$ cat src/core/tmioc_pkg.sv
/*
  Constants, register map and slot table of the timer mode and I/O control
  block. Assumes a 32-bit AXI4-Lite register bus and six timer channels.
*/
package tmioc_pkg;

  // Sizes
  localparam int NCH   = 6;
  localparam int NSLOT = 16;
  localparam int CW    = 16;
  localparam int NIO   = 8;

  // Register word indices, byte address is four times the index
  localparam logic [5:0] IDX_IOAB    = 6'h00;
  localparam logic [5:0] IDX_IOCD0   = 6'h06;
  localparam logic [5:0] IDX_IOCD3   = 6'h07;
  localparam logic [5:0] IDX_MODE    = 6'h08;
  localparam logic [5:0] IDX_START   = 6'h0e;
  localparam logic [5:0] IDX_CLKSEL  = 6'h0f;
  localparam logic [5:0] IDX_PINSTAT = 6'h10;
  localparam logic [5:0] IDX_GREG    = 6'h20;

  // I/O control nibble fields
  localparam int CTL_MODE_BIT = 3;
  localparam int CTL_INIT_BIT = 2;
  localparam int CTL_SRC_BIT  = 2;

  // Channel mode register fields
  localparam int MODE_BUFB_BIT  = 5;
  localparam int MODE_BUFA_BIT  = 4;
  localparam int MODE_RSVD_BIT  = 3;
  localparam int MODE_PHASE_BIT = 2;

  // Reset values
  localparam logic [7:0]  IOCTL_RST    = 8'h00;
  localparam logic [5:0]  MODE_RST     = 6'h00;
  localparam logic [7:0]  MODE_RD_ONES = 8'hc0;
  localparam logic [5:0]  START_RST    = 6'h00;
  localparam logic [2:0]  CLKSEL_RST   = 3'h0;
  localparam logic [15:0] GREG_RST     = 16'h0000;

  // Mode encodings
  localparam logic [3:0] MD_NORMAL = 4'h0;
  localparam logic [3:0] MD_PWM1   = 4'h2;
  localparam logic [3:0] MD_PWM2   = 4'h3;
  localparam logic [1:0] MD_PHASE  = 2'h1;

  // Output compare and capture edge encodings
  localparam logic [1:0] OUT_DISABLED = 2'h0;
  localparam logic [1:0] OUT_LOW      = 2'h1;
  localparam logic [1:0] OUT_HIGH     = 2'h2;
  localparam logic [1:0] OUT_TOGGLE   = 2'h3;
  localparam logic [1:0] CAP_RISE     = 2'h0;
  localparam logic [1:0] CAP_FALL     = 2'h1;

  // Channel 1 clock select giving the undivided clock
  localparam logic [2:0] CLKSEL_UNDIV = 3'h0;

  // Channel capabilities
  localparam logic [NCH-1:0] PHASE_OK = 6'h36;
  localparam logic [NCH-1:0] HAS_CD   = 6'h09;

  // Slot table: ch0 A B C D, ch1 A B, ch2 A B, ch3 A B C D, ch4 A B, ch5 A B
  localparam int SLOT_CHAN  [NSLOT] =
    '{0, 0, 0, 0, 1, 1, 2, 2, 3, 3, 3, 3, 4, 4, 5, 5};
  localparam int SLOT_IOREG [NSLOT] =
    '{0, 0, 6, 6, 1, 1, 2, 2, 3, 3, 7, 7, 4, 4, 5, 5};
  localparam logic [NSLOT-1:0] SLOT_HI = 16'haaaa;
  localparam logic [NSLOT-1:0] SLOT_CD = 16'h0c0c;
  localparam int SLOT_CH1_SRC = 1;

  // AXI responses
  localparam logic [1:0] RESP_OKAY   = 2'h0;
  localparam logic [1:0] RESP_SLVERR = 2'h2;

endpackage

$ cat src/core/tmioc_greg_mem.sv
/*
  General register store: one word per slot, each loaded on its own
  write enable, with a registered read port and all words exposed.
  Assumes the caller resolves priority between writers per entry.
*/
module tmioc_greg_mem
  import tmioc_pkg::*;
#(
  parameter int N = 16,
  parameter int W = 16
) (
  // Clock and reset
  input  wire logic                 mclk,
  input  wire logic                 rst_n,
  // Write side
  input  wire logic [N-1:0]         we,
  input  wire logic [N*W-1:0]       wdata,
  // Read side
  input  wire logic [$clog2(N)-1:0] rd_addr,
  output logic      [W-1:0]         rd_q,
  output logic      [N*W-1:0]       all_q
);

  logic [W-1:0] word_q [N];

  for (genvar i = 0; i < N; i++) begin : g_word
    always_ff @(posedge mclk or negedge rst_n) begin
      if (!rst_n) begin
        word_q[i] <= W'(GREG_RST);
      end else if (we[i]) begin
        word_q[i] <= wdata[i*W +: W];
      end
    end
    assign all_q[i*W +: W] = word_q[i];
  end

  always_ff @(posedge mclk or negedge rst_n) begin
    if (!rst_n) begin
      rd_q <= '0;
    end else begin
      rd_q <= word_q[rd_addr];
    end
  end

endmodule

$ cat src/core/tmioc_top.sv
/*
  Mode selection and general-register I/O control of a six-channel timer,
  with an AXI4-Lite register slave. Assumes counters, prescalers and the
  count events live outside and arrive synchronous to mclk.
*/
// Overview of operation
// - Mode field 0000 normal, 0010/0011 PWM 1/2, 0100-0111 phase 1-4.
// - Channels 0 and 3 have no phase counting; their mode bit 2 is zero.
// - Eight I/O control registers: two each for channels 0, 3, one others.
// - Initial output level is driven while the channel is stopped.
// - In PWM mode 2 the initial level is driven on counter clear.
// - Buffered register C or D ignores its I/O control setting.
// - Main control: bits 7-4 set register B, 3-0 register A; reset zero.
// - Low control of channels 0, 3: bits 7-4 register D, 3-0 register C.
// - Bit 3 zero: compare; bit 2 initial level; 1:0 off, 0, 1, toggle.
// - Bit 3 one: capture on rising, falling or both edges.
// - Channel 0 register B bit 2 picks pin or channel 1 count events.
// - Channel 1 clock select 000 blocks channel 1 sourced capture.
// - A buffered register D makes neither capture nor compare.
module tmioc_top
  import tmioc_pkg::*;
(
  // Clock and reset
  input  wire logic              mclk,
  input  wire logic              rst_n,
  // AXI4-Lite write address and data
  input  wire logic              s_axi_awvalid,
  output logic                   s_axi_awready,
  input  wire logic [7:0]        s_axi_awaddr,
  input  wire logic [2:0]        s_axi_awprot,
  input  wire logic              s_axi_wvalid,
  output logic                   s_axi_wready,
  input  wire logic [31:0]       s_axi_wdata,
  input  wire logic [3:0]        s_axi_wstrb,
  // AXI4-Lite write response
  output logic                   s_axi_bvalid,
  input  wire logic              s_axi_bready,
  output logic [1:0]             s_axi_bresp,
  // AXI4-Lite read
  input  wire logic              s_axi_arvalid,
  output logic                   s_axi_arready,
  input  wire logic [7:0]        s_axi_araddr,
  input  wire logic [2:0]        s_axi_arprot,
  output logic                   s_axi_rvalid,
  input  wire logic              s_axi_rready,
  output logic [31:0]            s_axi_rdata,
  output logic [1:0]             s_axi_rresp,
  // Counter side
  input  wire logic [NCH*CW-1:0] cnt_value,
  input  wire logic [NCH-1:0]    cnt_clear,
  input  wire logic              ch1_count_evt,
  output logic [NCH-1:0]         counter_start,
  output logic [2:0]             ch1_clock_select,
  // Mode decode
  output logic [NCH-1:0]         mode_pwm1,
  output logic [NCH-1:0]         mode_pwm2,
  output logic [NCH-1:0]         mode_phase,
  output logic [2*NCH-1:0]       phase_kind,
  output logic [NCH-1:0]         buffer_a,
  output logic [NCH-1:0]         buffer_b,
  // Timer pins, one per general register
  input  wire logic [NSLOT-1:0]  cap_pin_in,
  output logic [NSLOT-1:0]       pin_out,
  output logic [NSLOT-1:0]       pin_oe_n,
  // Events
  output logic [NSLOT-1:0]       cmp_match,
  output logic [NSLOT-1:0]       capture_evt
);

  // Register state
  logic [7:0]       io_q [NIO];
  logic [5:0]       mode_q [NCH];
  logic [NCH-1:0]   start_q;
  logic [2:0]       clksel_q;

  // Bus state
  logic             aw_have_q;
  logic             w_have_q;
  logic [5:0]       wr_word_q;
  logic [31:0]      wdata_q;
  logic [3:0]       wstrb_q;
  logic             bvalid_q;
  logic [1:0]       bresp_q;
  logic             rd_stage_q;
  logic [5:0]       rd_word_q;
  logic             rvalid_q;
  logic [31:0]      rdata_q;
  logic [1:0]       rresp_q;

  // Slot state
  logic [NSLOT-1:0] pin_q;
  logic [NSLOT-1:0] oe_n_q;
  logic [NSLOT-1:0] eq_q;
  logic [NSLOT-1:0] pin_in_q;
  logic [NSLOT-1:0] match_q;
  logic [NSLOT-1:0] cap_q;
  logic [NCH-1:0]   pwm1_q;
  logic [NCH-1:0]   pwm2_q;
  logic [NCH-1:0]   phase_q;
  logic [2*NCH-1:0] kind_q;

  // Slot wires
  logic [NSLOT-1:0]    cap_fire;
  logic [NSLOT-1:0]    sw_we;
  logic [NSLOT-1:0]    mem_we;
  logic [NSLOT*CW-1:0] mem_wdata;
  logic [NSLOT*CW-1:0] greg_all;
  logic [CW-1:0]       mem_rd;

  function automatic logic addr_hit(input logic [5:0] w);
    addr_hit = (w < IDX_START) || (w == IDX_START) ||
               (w == IDX_CLKSEL) || (w == IDX_PINSTAT) ||
               (w[5:4] == IDX_GREG[5:4]);
  endfunction

  // Write channel decode
  wire       wr_fire   = aw_have_q & w_have_q & ~bvalid_q;
  wire       wr_hit    = addr_hit(wr_word_q);
  wire       wr_greg   = wr_word_q[5:4] == IDX_GREG[5:4];
  wire [3:0] wr_slot   = wr_word_q[3:0];
  wire       wr_lo     = wr_fire & wstrb_q[0];
  wire       aw_take   = s_axi_awvalid & s_axi_awready;
  wire       w_take    = s_axi_wvalid & s_axi_wready;

  assign s_axi_awready = ~aw_have_q & ~bvalid_q;
  assign s_axi_wready  = ~w_have_q & ~bvalid_q;
  assign s_axi_bvalid  = bvalid_q;
  assign s_axi_bresp   = bresp_q;

  always_ff @(posedge mclk or negedge rst_n) begin
    if (!rst_n) begin
      aw_have_q <= 1'b0;
      wr_word_q <= '0;
    end else if (aw_take) begin
      aw_have_q <= 1'b1;
      wr_word_q <= s_axi_awaddr[7:2];
    end else if (wr_fire) begin
      aw_have_q <= 1'b0;
    end
  end

  always_ff @(posedge mclk or negedge rst_n) begin
    if (!rst_n) begin
      w_have_q <= 1'b0;
      wdata_q  <= '0;
      wstrb_q  <= '0;
    end else if (w_take) begin
      w_have_q <= 1'b1;
      wdata_q  <= s_axi_wdata;
      wstrb_q  <= s_axi_wstrb;
    end else if (wr_fire) begin
      w_have_q <= 1'b0;
    end
  end

  always_ff @(posedge mclk or negedge rst_n) begin
    if (!rst_n) begin
      bvalid_q <= 1'b0;
      bresp_q  <= RESP_OKAY;
    end else if (wr_fire) begin
      bvalid_q <= 1'b1;
      bresp_q  <= wr_hit ? RESP_OKAY : RESP_SLVERR;
    end else if (s_axi_bready) begin
      bvalid_q <= 1'b0;
    end
  end

  // I/O control registers
  for (genvar i = 0; i < NIO; i++) begin : g_io
    always_ff @(posedge mclk or negedge rst_n) begin
      if (!rst_n) begin
        io_q[i] <= IOCTL_RST;
      end else if (wr_lo && wr_word_q == IDX_IOAB + 6'(i)) begin
        io_q[i] <= wdata_q[7:0];
      end
    end
  end

  // Channel mode registers and their decode
  for (genvar c = 0; c < NCH; c++) begin : g_mode
    wire [5:0] mode_wr = {
      HAS_CD[c] ? wdata_q[MODE_BUFB_BIT:MODE_BUFA_BIT] : 2'b00,
      wdata_q[MODE_RSVD_BIT],
      PHASE_OK[c] & wdata_q[MODE_PHASE_BIT],
      wdata_q[1:0]};
    wire [3:0] md = mode_q[c][3:0];

    always_ff @(posedge mclk or negedge rst_n) begin
      if (!rst_n) begin
        mode_q[c] <= MODE_RST;
      end else if (wr_lo && wr_word_q == IDX_MODE + 6'(c)) begin
        mode_q[c] <= mode_wr;
      end
    end

    // Any code outside the listed ones is normal operation
    always_ff @(posedge mclk or negedge rst_n) begin
      if (!rst_n) begin
        pwm1_q[c]          <= 1'b0;
        pwm2_q[c]          <= 1'b0;
        phase_q[c]         <= 1'b0;
        kind_q[2*c +: 2]   <= 2'b00;
      end else begin
        pwm1_q[c]          <= md == MD_PWM1;
        pwm2_q[c]          <= md == MD_PWM2;
        phase_q[c]         <= md[3:2] == MD_PHASE;
        kind_q[2*c +: 2]   <= md[1:0];
      end
    end

    assign buffer_a[c] = mode_q[c][MODE_BUFA_BIT];
    assign buffer_b[c] = mode_q[c][MODE_BUFB_BIT];
  end

  assign mode_pwm1  = pwm1_q;
  assign mode_pwm2  = pwm2_q;
  assign mode_phase = phase_q;
  assign phase_kind = kind_q;

  // Start and channel 1 clock select
  always_ff @(posedge mclk or negedge rst_n) begin
    if (!rst_n) begin
      start_q  <= START_RST;
      clksel_q <= CLKSEL_RST;
    end else if (wr_lo && wr_word_q == IDX_START) begin
      start_q  <= wdata_q[NCH-1:0];
    end else if (wr_lo && wr_word_q == IDX_CLKSEL) begin
      clksel_q <= wdata_q[2:0];
    end
  end

  assign counter_start    = start_q;
  assign ch1_clock_select = clksel_q;

  // Per general register: compare, capture and pin
  wire ch1_src_ok = ch1_count_evt & (clksel_q != CLKSEL_UNDIV);

  for (genvar s = 0; s < NSLOT; s++) begin : g_slot
    localparam int CH  = SLOT_CHAN[s];
    localparam int IOR = SLOT_IOREG[s];

    wire [3:0] ctl = SLOT_HI[s] ? io_q[IOR][7:4] : io_q[IOR][3:0];
    wire buffered = SLOT_CD[s] & (SLOT_HI[s] ?
                    mode_q[CH][MODE_BUFB_BIT] :
                    mode_q[CH][MODE_BUFA_BIT]);
    wire is_cap   = ctl[CTL_MODE_BIT] & ~buffered;
    wire is_cmp   = ~ctl[CTL_MODE_BIT] & ~buffered;
    wire drives   = is_cmp & (ctl[1:0] != OUT_DISABLED);
    wire [CW-1:0] cnt = cnt_value[CH*CW +: CW];
    wire eq       = cnt == greg_all[s*CW +: CW];
    wire match    = is_cmp & start_q[CH] & eq & ~eq_q[s];
    wire rise     = cap_pin_in[s] & ~pin_in_q[s];
    wire fall     = ~cap_pin_in[s] & pin_in_q[s];
    wire edge_hit = ctl[1] ? (rise | fall) :
                    (ctl[1:0] == CAP_FALL) ? fall : rise;
    wire use_ch1  = (s == SLOT_CH1_SRC) & ctl[CTL_SRC_BIT];
    wire src_hit  = use_ch1 ? ch1_src_ok : edge_hit;

    assign cap_fire[s] = is_cap & src_hit;
    assign sw_we[s]    = wr_fire & wr_greg & (wr_slot == 4'(s)) &
                         (wstrb_q[1:0] == 2'b11);
    // Capture outranks a software write in the same cycle
    assign mem_we[s]   = cap_fire[s] | sw_we[s];
    assign mem_wdata[s*CW +: CW] = cap_fire[s] ? cnt : wdata_q[CW-1:0];

    always_ff @(posedge mclk or negedge rst_n) begin
      if (!rst_n) begin
        pin_q[s] <= 1'b0;
      end else if (!start_q[CH]) begin
        pin_q[s] <= ctl[CTL_INIT_BIT];
      end else if (pwm2_q[CH] && cnt_clear[CH] && is_cmp) begin
        pin_q[s] <= ctl[CTL_INIT_BIT];
      end else if (match) begin
        case (ctl[1:0])
          OUT_LOW:    pin_q[s] <= 1'b0;
          OUT_HIGH:   pin_q[s] <= 1'b1;
          OUT_TOGGLE: pin_q[s] <= ~pin_q[s];
          default:    pin_q[s] <= pin_q[s];
        endcase
      end
    end

    always_ff @(posedge mclk or negedge rst_n) begin
      if (!rst_n) begin
        oe_n_q[s]   <= 1'b1;
        eq_q[s]     <= 1'b0;
        pin_in_q[s] <= 1'b0;
        match_q[s]  <= 1'b0;
        cap_q[s]    <= 1'b0;
      end else begin
        oe_n_q[s]   <= ~drives;
        eq_q[s]     <= eq;
        pin_in_q[s] <= cap_pin_in[s];
        match_q[s]  <= match;
        cap_q[s]    <= cap_fire[s];
      end
    end
  end

  assign pin_out     = pin_q;
  assign pin_oe_n    = oe_n_q;
  assign cmp_match   = match_q;
  assign capture_evt = cap_q;

  tmioc_greg_mem #(
    .N (NSLOT),
    .W (CW)
  ) u_greg (
    .mclk    (mclk),
    .rst_n   (rst_n),
    .we      (mem_we),
    .wdata   (mem_wdata),
    .rd_addr (s_axi_araddr[5:2]),
    .rd_q    (mem_rd),
    .all_q   (greg_all)
  );

  // Read channel: address stage, then data from registers or store
  wire        ar_take  = s_axi_arvalid & s_axi_arready;
  wire [5:0]  rw       = rd_word_q;
  wire        rd_io    = rw < IDX_MODE;
  wire        rd_mode  = (rw >= IDX_MODE) && (rw < IDX_START);
  wire        rd_greg  = rw[5:4] == IDX_GREG[5:4];
  wire [7:0]  mode_rd  = MODE_RD_ONES | {2'b00, mode_q[rw[2:0]]};
  wire [31:0] rd_val   =
    rd_io               ? {24'h000000, io_q[rw[2:0]]} :
    rd_mode             ? {24'h000000, mode_rd} :
    rw == IDX_START     ? {26'h0000000, start_q} :
    rw == IDX_CLKSEL    ? {29'h00000000, clksel_q} :
    rw == IDX_PINSTAT   ? {16'h0000, pin_q} :
    rd_greg             ? {16'h0000, mem_rd} : 32'h00000000;

  assign s_axi_arready = ~rd_stage_q & ~rvalid_q;
  assign s_axi_rvalid  = rvalid_q;
  assign s_axi_rdata   = rdata_q;
  assign s_axi_rresp   = rresp_q;

  always_ff @(posedge mclk or negedge rst_n) begin
    if (!rst_n) begin
      rd_stage_q <= 1'b0;
      rd_word_q  <= '0;
    end else begin
      rd_stage_q <= ar_take;
      if (ar_take) begin
        rd_word_q <= s_axi_araddr[7:2];
      end
    end
  end

  always_ff @(posedge mclk or negedge rst_n) begin
    if (!rst_n) begin
      rvalid_q <= 1'b0;
      rdata_q  <= '0;
      rresp_q  <= RESP_OKAY;
    end else if (rd_stage_q) begin
      rvalid_q <= 1'b1;
      rdata_q  <= rd_val;
      rresp_q  <= addr_hit(rw) ? RESP_OKAY : RESP_SLVERR;
    end else if (s_axi_rready) begin
      rvalid_q <= 1'b0;
    end
  end

endmodule

$ cat config.mk
export PLATFORM = sky130hd
export DESIGN_NAME = tmioc_top
export DESIGN_NICKNAME = d
export VERILOG_FILES = /design/src/core/tmioc_pkg.sv /design/src/core/tmioc_greg_mem.sv /design/src/core/tmioc_top.sv
export SDC_FILE = /design/constraint.sdc
export NUM_CORES = 1
export LEC_CHECK = 0
export BUFFER_PORTS_ARGS = -buffer_cell sky130_fd_sc_hd__buf_2
export CAP_MARGIN = 40
export CORE_UTILIZATION = 40
export DETAILED_ROUTE_END_ITERATION = 10
export GPL_TIMING_DRIVEN = 0
export HOLD_SLACK_MARGIN = 0.1
export PLACE_DENSITY = 0.66
export SLEW_MARGIN = 10
export SYNTH_ARGS = -nofsm -noshare
export SYNTH_HDL_FRONTEND = slang
export SYNTH_SLANG_ARGS = --single-unit
$ cat constraint.sdc
create_clock -name mclk -period 2.1 [get_ports mclk]
set_input_delay 0.21 -clock mclk [delete_from_list [all_inputs] [get_ports mclk]]
set_output_delay 0.21 -clock mclk [all_outputs]
set_load 0.005 [all_outputs]
---- After elaboration in Yosys (flattened, before gate mapping) ----
Index checks and enable logic that the tools add are counted.
cells by class
  order comparisons ....................... 6
  equality and inequality tests ........... 149
  multiplexer cells ....................... 137
  bitwise logic cells ..................... 303
  reduce and logical (&&, ||, !) cells .... 87
operator list
  cell                  count
  $mux W16              24
  $eq A16 B16 Y1        16
  $and A1 B1 Y1         163
  $not A1 Y1            106
  $mux W1               88
  $ne A5 B1 Y1 const B  16
  $eq A2 B2 Y1 const B  35
  $bmux W16 S4          1
  $eq A6 B4 Y1 const B  10
  $ne A3 B1 Y1 const B  16
  $pmux W1 S3           16
  $eq A2 B1 Y1 const B  20
  $eq A4 B2 Y1 const B  10
  $reduce_bool A2 Y1    20
  $logic_and A1 B1 Y1   39
  $reduce_and A2 Y1     17
  $eq A4 B4 Y1 const B  8
  $or A1 B1 Y1          32
  $bmux W8 S3           1
  $eq A6 B3 Y1 const B  4
  $bmux W6 S3           1
  $lt A6 B4 Y1 const B  3
  $eq A4 B3 Y1 const B  4
  $mux W8               2
  16 further kinds      30
word-level totals
  register bits ........................... 566
  input port bits ......................... 184
  output and inout bits ................... 156
  word-level logic and storage cells ...... 845

---- Longest topological paths before layout ----
  depth in word-level cells ............... 8
  gate-level depth with buffers ........... 8
  depth with buffers taken out ............ 7

---- Modules after synthesis ----
From an unflattened synthesis, not the netlist that was laid out.
second synthesis, totals
  cell total of the unflattened synthesis .. 2,732
  area total of the unflattened synthesis .. 30,260.3 µm²
by module, submodules not included
  module          times used  cells an instance  area an instance (µm²)  seq. area each (µm²)
  tmioc_top       1           2,035              18,472.7                6,926.6
  tmioc_greg_mem  1           697                11,787.6                6,806.5

---- Worst setup path before layout ----
OpenSTA, ideal clock, no wires.
  path type ............................... register -> register
  from .................................... register bvalid_q (netlist: s_axi_bvalid)
  to ...................................... register u_greg.word_q (netlist bit u_greg.all_q[12])
  library setup time ...................... 132 ps
  data arrival time ....................... 1,736 ps
  data required time ...................... 1,968 ps
  slack ................................... 232 ps
  stages on the path, launching flop included .. 6
  path buffers ............................ 1
  period minus slack after synthesis ...... 1,868 ps
  cells stage by stage .................... dfrtp_1 nand3b_4 nor4_4 buf_6 mux2i_1 o21ai_1
between the ends
  longest elaborated chain between the ends .. 6
ends and longest elaborated chain
  what                           RTL line              source
  start, declared                tmioc_top.sv:82       logic bvalid_q;
  start signal, assigned         tmioc_top.sv:158      bvalid_q <= 1'b0;
  start signal, assigned         tmioc_top.sv:161      bvalid_q <= 1'b1;
  start signal, assigned         tmioc_top.sv:164      bvalid_q <= 1'b0;
  $not A1 Y1                     tmioc_top.sv:117      wire wr_fire = aw_have_q & w_have_q & ~bvalid_q;
  $and A1 B1 Y1                  tmioc_top.sv:117
  $and A1 B1 Y1 (3 in series)    tmioc_top.sv:260      assign sw_we[s] = wr_fire & wr_greg & (wr_slot == 4'(s)) &
  $or A1 B1 Y1                   tmioc_top.sv:263      assign mem_we[s] = cap_fire[s] | sw_we[s];
  end signal, assigned by index  tmioc_greg_mem.sv:29  word_q[i] <= W'(GREG_RST);
  end signal, assigned by index  tmioc_greg_mem.sv:31  word_q[i] <= wdata[i*W +: W];
  end, declared                  tmioc_greg_mem.sv:24  logic [W-1:0] word_q [N];
No other way between the ends.
A chain may end at the register's enable or synchronous reset.

---- Worst setup path after layout ----
  from .................................... register bvalid_q (netlist: s_axi_bvalid)
  to ...................................... register mode_q (netlist bit g_mode[3].md[3])
between the ends
  longest elaborated chain between the ends .. 4
ends and longest elaborated chain
  what                           RTL line          source
  $not A1 Y1                     tmioc_top.sv:117
  $and A1 B1 Y1                  tmioc_top.sv:117
  $and A1 B1 Y1                  tmioc_top.sv:121  wire wr_lo = wr_fire & wstrb_q[0];
  $logic_and A1 B1 Y1            tmioc_top.sv:191  end else if (wr_lo && wr_word_q == IDX_MODE + 6'(c)) begin
  end signal, assigned by index  tmioc_top.sv:192  mode_q[c] <= mode_wr;
  end, declared                  tmioc_top.sv:72   logic [5:0] mode_q [NCH];
No other way between the ends.

==> out/results.tsv <==
metric	value	unit
antenna_found_initial	15	
final.setup.worst_slack	0.01968	ns
post-route-cell-area	36870	sq um
tns	0	ns
synth_cell_types	61	
grt_pass1_wl	165100	microns
rsz0062_at_grt	true	
ant_nets	0	
die_w	273.4	microns
place_area	32340	sq um
slew_viol_final	0	
cts.sinks	548	
finalClockSkew	0.02895	ns
initial_core_util	40.37	%
syn_area	29460	sq um
dpl.hpwl	83570	microns
first_pass_iters	6	
avgViaCountPerCell	5.709	
clk_pin_slew_worst_paths	0.07	ns
placementRows	99	
avgSynthCellArea	10.15	sq um
grt_use_total	29.80	%
power.density	1251	nW/um^2
drive_gt1_share	25.98	%
ys_seq_area_share	46.62	%
synth_warnings	0	
cts_tree	built	
layout.cells.non_filler	4450	
drc	0	
num_vias	25410	
clockBufferDepth	3	
setup_viol	0	
multi_input_area	14640	sq um
largest_reg_flops	256	
io_buffers	247	
worst_slew_pin_slew	0.9438	ns
synthFlopType	dfrtp_1	
dp.cells	4159	
p_leak	16.46	nW
first_global_vias	25160	
design.core.area	72960	sq um
dp_slack	-0.6095	ns
power	46.13	mW
maxCapViolCount	0	
ir_drop	0.0008693	V
io_pins	340	
wirelength	112200	microns
worstHoldPathType	in2async	
wire_per_inst	25.22	microns
worstSetupPathType	reg2reg	
root_buffer	clkbuf_16	
ys_ff_latch	548	
startpoint	s_axi_bvalid$_DFFE_PN0P_	
synth_edf_count	0	
status	finished clean	
die_h	273.4	microns
syn2layout_area_growth	25.17	%
grt_overflow	0	
nFillCells	6529	
whs	0.07891	ns
synthCells	2901	
hold_viol	0	
worstSetupEndpointType	flop	
postLayoutCoreUtil	50.54	%
finalCriticalPeriod	2.080	ns
startpoint_type	flop	
place.gp.congestion	0.9996	
die-area	74730	sq um
insertion_delay	0.65	ns
seq_area	13740	sq um
cp.required	2.61	ns
timing.final.crit_share	99.06	%
r2r-start	s_axi_bvalid$_DFFE_PN0P_	
cts_buffers	60	
critPathArrivalTime	2.59	ns
num-nets-final	3651	
h-tree-depth	2	
max_freq	480.7	MHz
drt_iter0_drc	2956	
async_reset_ff_share	100.0	%
reg2reg_setup_slack	0.02	ns
slew_headroom	37.08	%
crit_fanout	7	
grt_start_max_net_pins	113	
-- path summary, 6_finish.rpt --
kind | endpoint | cells past startpoint
min | cmp_match[1]$_DFF_PN0_ | 2
max reg2reg | g_mode[3].md[3]$_DFFE_PN0P_ | 5
min reg2reg | phase_kind[8]$_DFF_PN0_ | 0
min in group mclk | u_greg.all_q[1]$_DFFE_PN0P_ | 3
max | g_mode[3].md[3]$_DFFE_PN0P_ | 5
max in group asynchronous | u_greg.all_q[137]$_DFFE_PN0P_ | 5
-- worst max-delay path, cell delays in order, from the launching register on --
cell	delay, ns
dfrtp_1	0.40
nand3b_4	0.30
nor3_4	0.34
buf_4	0.18
nand3_1	0.32
mux2_2	0.40
-- layer usage --
metal / global-route usage, % / up-vias / wire, microns / part of all wire (%)
met5: 0 / - / 136 / 0.12
met4: 14.08 / 18 / 6086 / 5.4
met3: 5.956 / 305 / 10700 / 9.5
met2: 47.11 / 1386 / 51260 / 46
met1: 39.22 / 12570 / 44060 / 39
li1: - / 11130 / - / -
-- cells in the mapped netlist (4+ instances only) --
cell | number | share of area, %
o2111ai_1 | 4 | 0.12
nor4_4 | 4 | 0.29
nor3b_1 | 14 | 0.36
nand3_1 | 15 | 0.25
nand2_1 | 531 | 6.8
and2_1 | 37 | 0.79
a31oi_1 | 230 | 4.9
mux2i_1 | 81 | 2.8
dfrtp_1 | 532 | 45
buf_2 | 26 | 0.44
clkbuf_1 | 141 | 1.8
inv_1 | 67 | 0.85
xnor2_1 | 256 | 7.6
a22o_1 | 4 | 0.12
buf_4 | 56 | 1.4
o21bai_1 | 12 | 0.31
buf_1 | 5 | 0.064
o211ai_1 | 11 | 0.28
nor2_1 | 275 | 3.5
nand4_1 | 65 | 1.4
nor4_1 | 16 | 0.34
o21ai_0 | 48 | 0.82
mux2_2 | 144 | 5.5
o31ai_1 | 4 | 0.10
nor4bb_1 | 4 | 0.14
dfstp_2 | 16 | 1.4
buf_6 | 13 | 0.50
a22oi_1 | 29 | 0.74
nor4b_1 | 8 | 0.24
ha_1 | 32 | 1.4
mux4_2 | 87 | 6.7
o21ai_1 | 12 | 0.20
nand3_2 | 5 | 0.17
o22ai_1 | 11 | 0.23
nor2b_1 | 20 | 0.42
a21oi_1 | 47 | 0.80
-- where the power goes --
group          internal [mW]  switching (mW)  total [mW]
Sequential              14.0            4.25        18.3
Combinational           7.08            9.11        16.2
Clock                   6.87            4.79        11.7
-- timing repair --
action,in CTS,in global routing
setup buffers,28,19
resized for setup,55,163
setup endpoints to repair,333,411
hold buffers,143,0
endpoints found under the hold margin,409,0
cloned,1,5
pin swaps,13,37
-- placed cells by master, fill, tap and decap left out, types with 8 or more instances in the layout --
cell,count
mux4_2,87
o211ai_1,11
nand4_1,65
o21ai_0,48
clkbuf_2,36
a21oi_1,47
nor2_1,275
nor4b_1,8
nor4_1,9
ha_1,32
and2_1,31
clkinv_2,15
dfrtp_1,529
mux2i_1,75
buf_8,12
clkbuf_16,65
nand3_2,8
a31oi_1,229
conb_1,28
dfstp_2,16
o21bai_1,12
clkbuf_1,82
a22oi_1,29
nand2_1,499
buf_4,95
nand3_1,8
nand2_2,30
buf_2,279
mux2_2,144
buf_6,19
clkbuf_8,16
nor3b_1,14
o21ai_1,11
nor2b_1,19
o22ai_1,11
bufinv_16,9
dlygate4sd3_1,143
xnor2_1,256
inv_1,67
-- cells by family after synthesis --
kind of cell / Yosys count / synth area share [%]
flops: 548 / 46.62
mux: 312 / 14.91
compound gates: 430 / 9.128
other cells: 1 / 0.01273
simple gates: 1013 / 15.23
fa+ha+maj: 32 / 1.359
buf+inv: 309 / 5.131
xor+xnor: 256 / 7.612
-- cell type report --
cell class                      instances  share of cell area (%)
Multi-Input combinational cell       2071                   39.70
Sequential cell                       548                   37.26
Timing Repair Buffer                  469                   9.580
Clock buffer                           80                   4.656
Buffer                                218                   3.628
Tap cell                              959                   3.254
Clock inverter                         34                   1.222
Inverter                               67                  0.6821
Antenna cell                            4                 0.02715
Note: power is estimated with default switching activity, not from simulation.
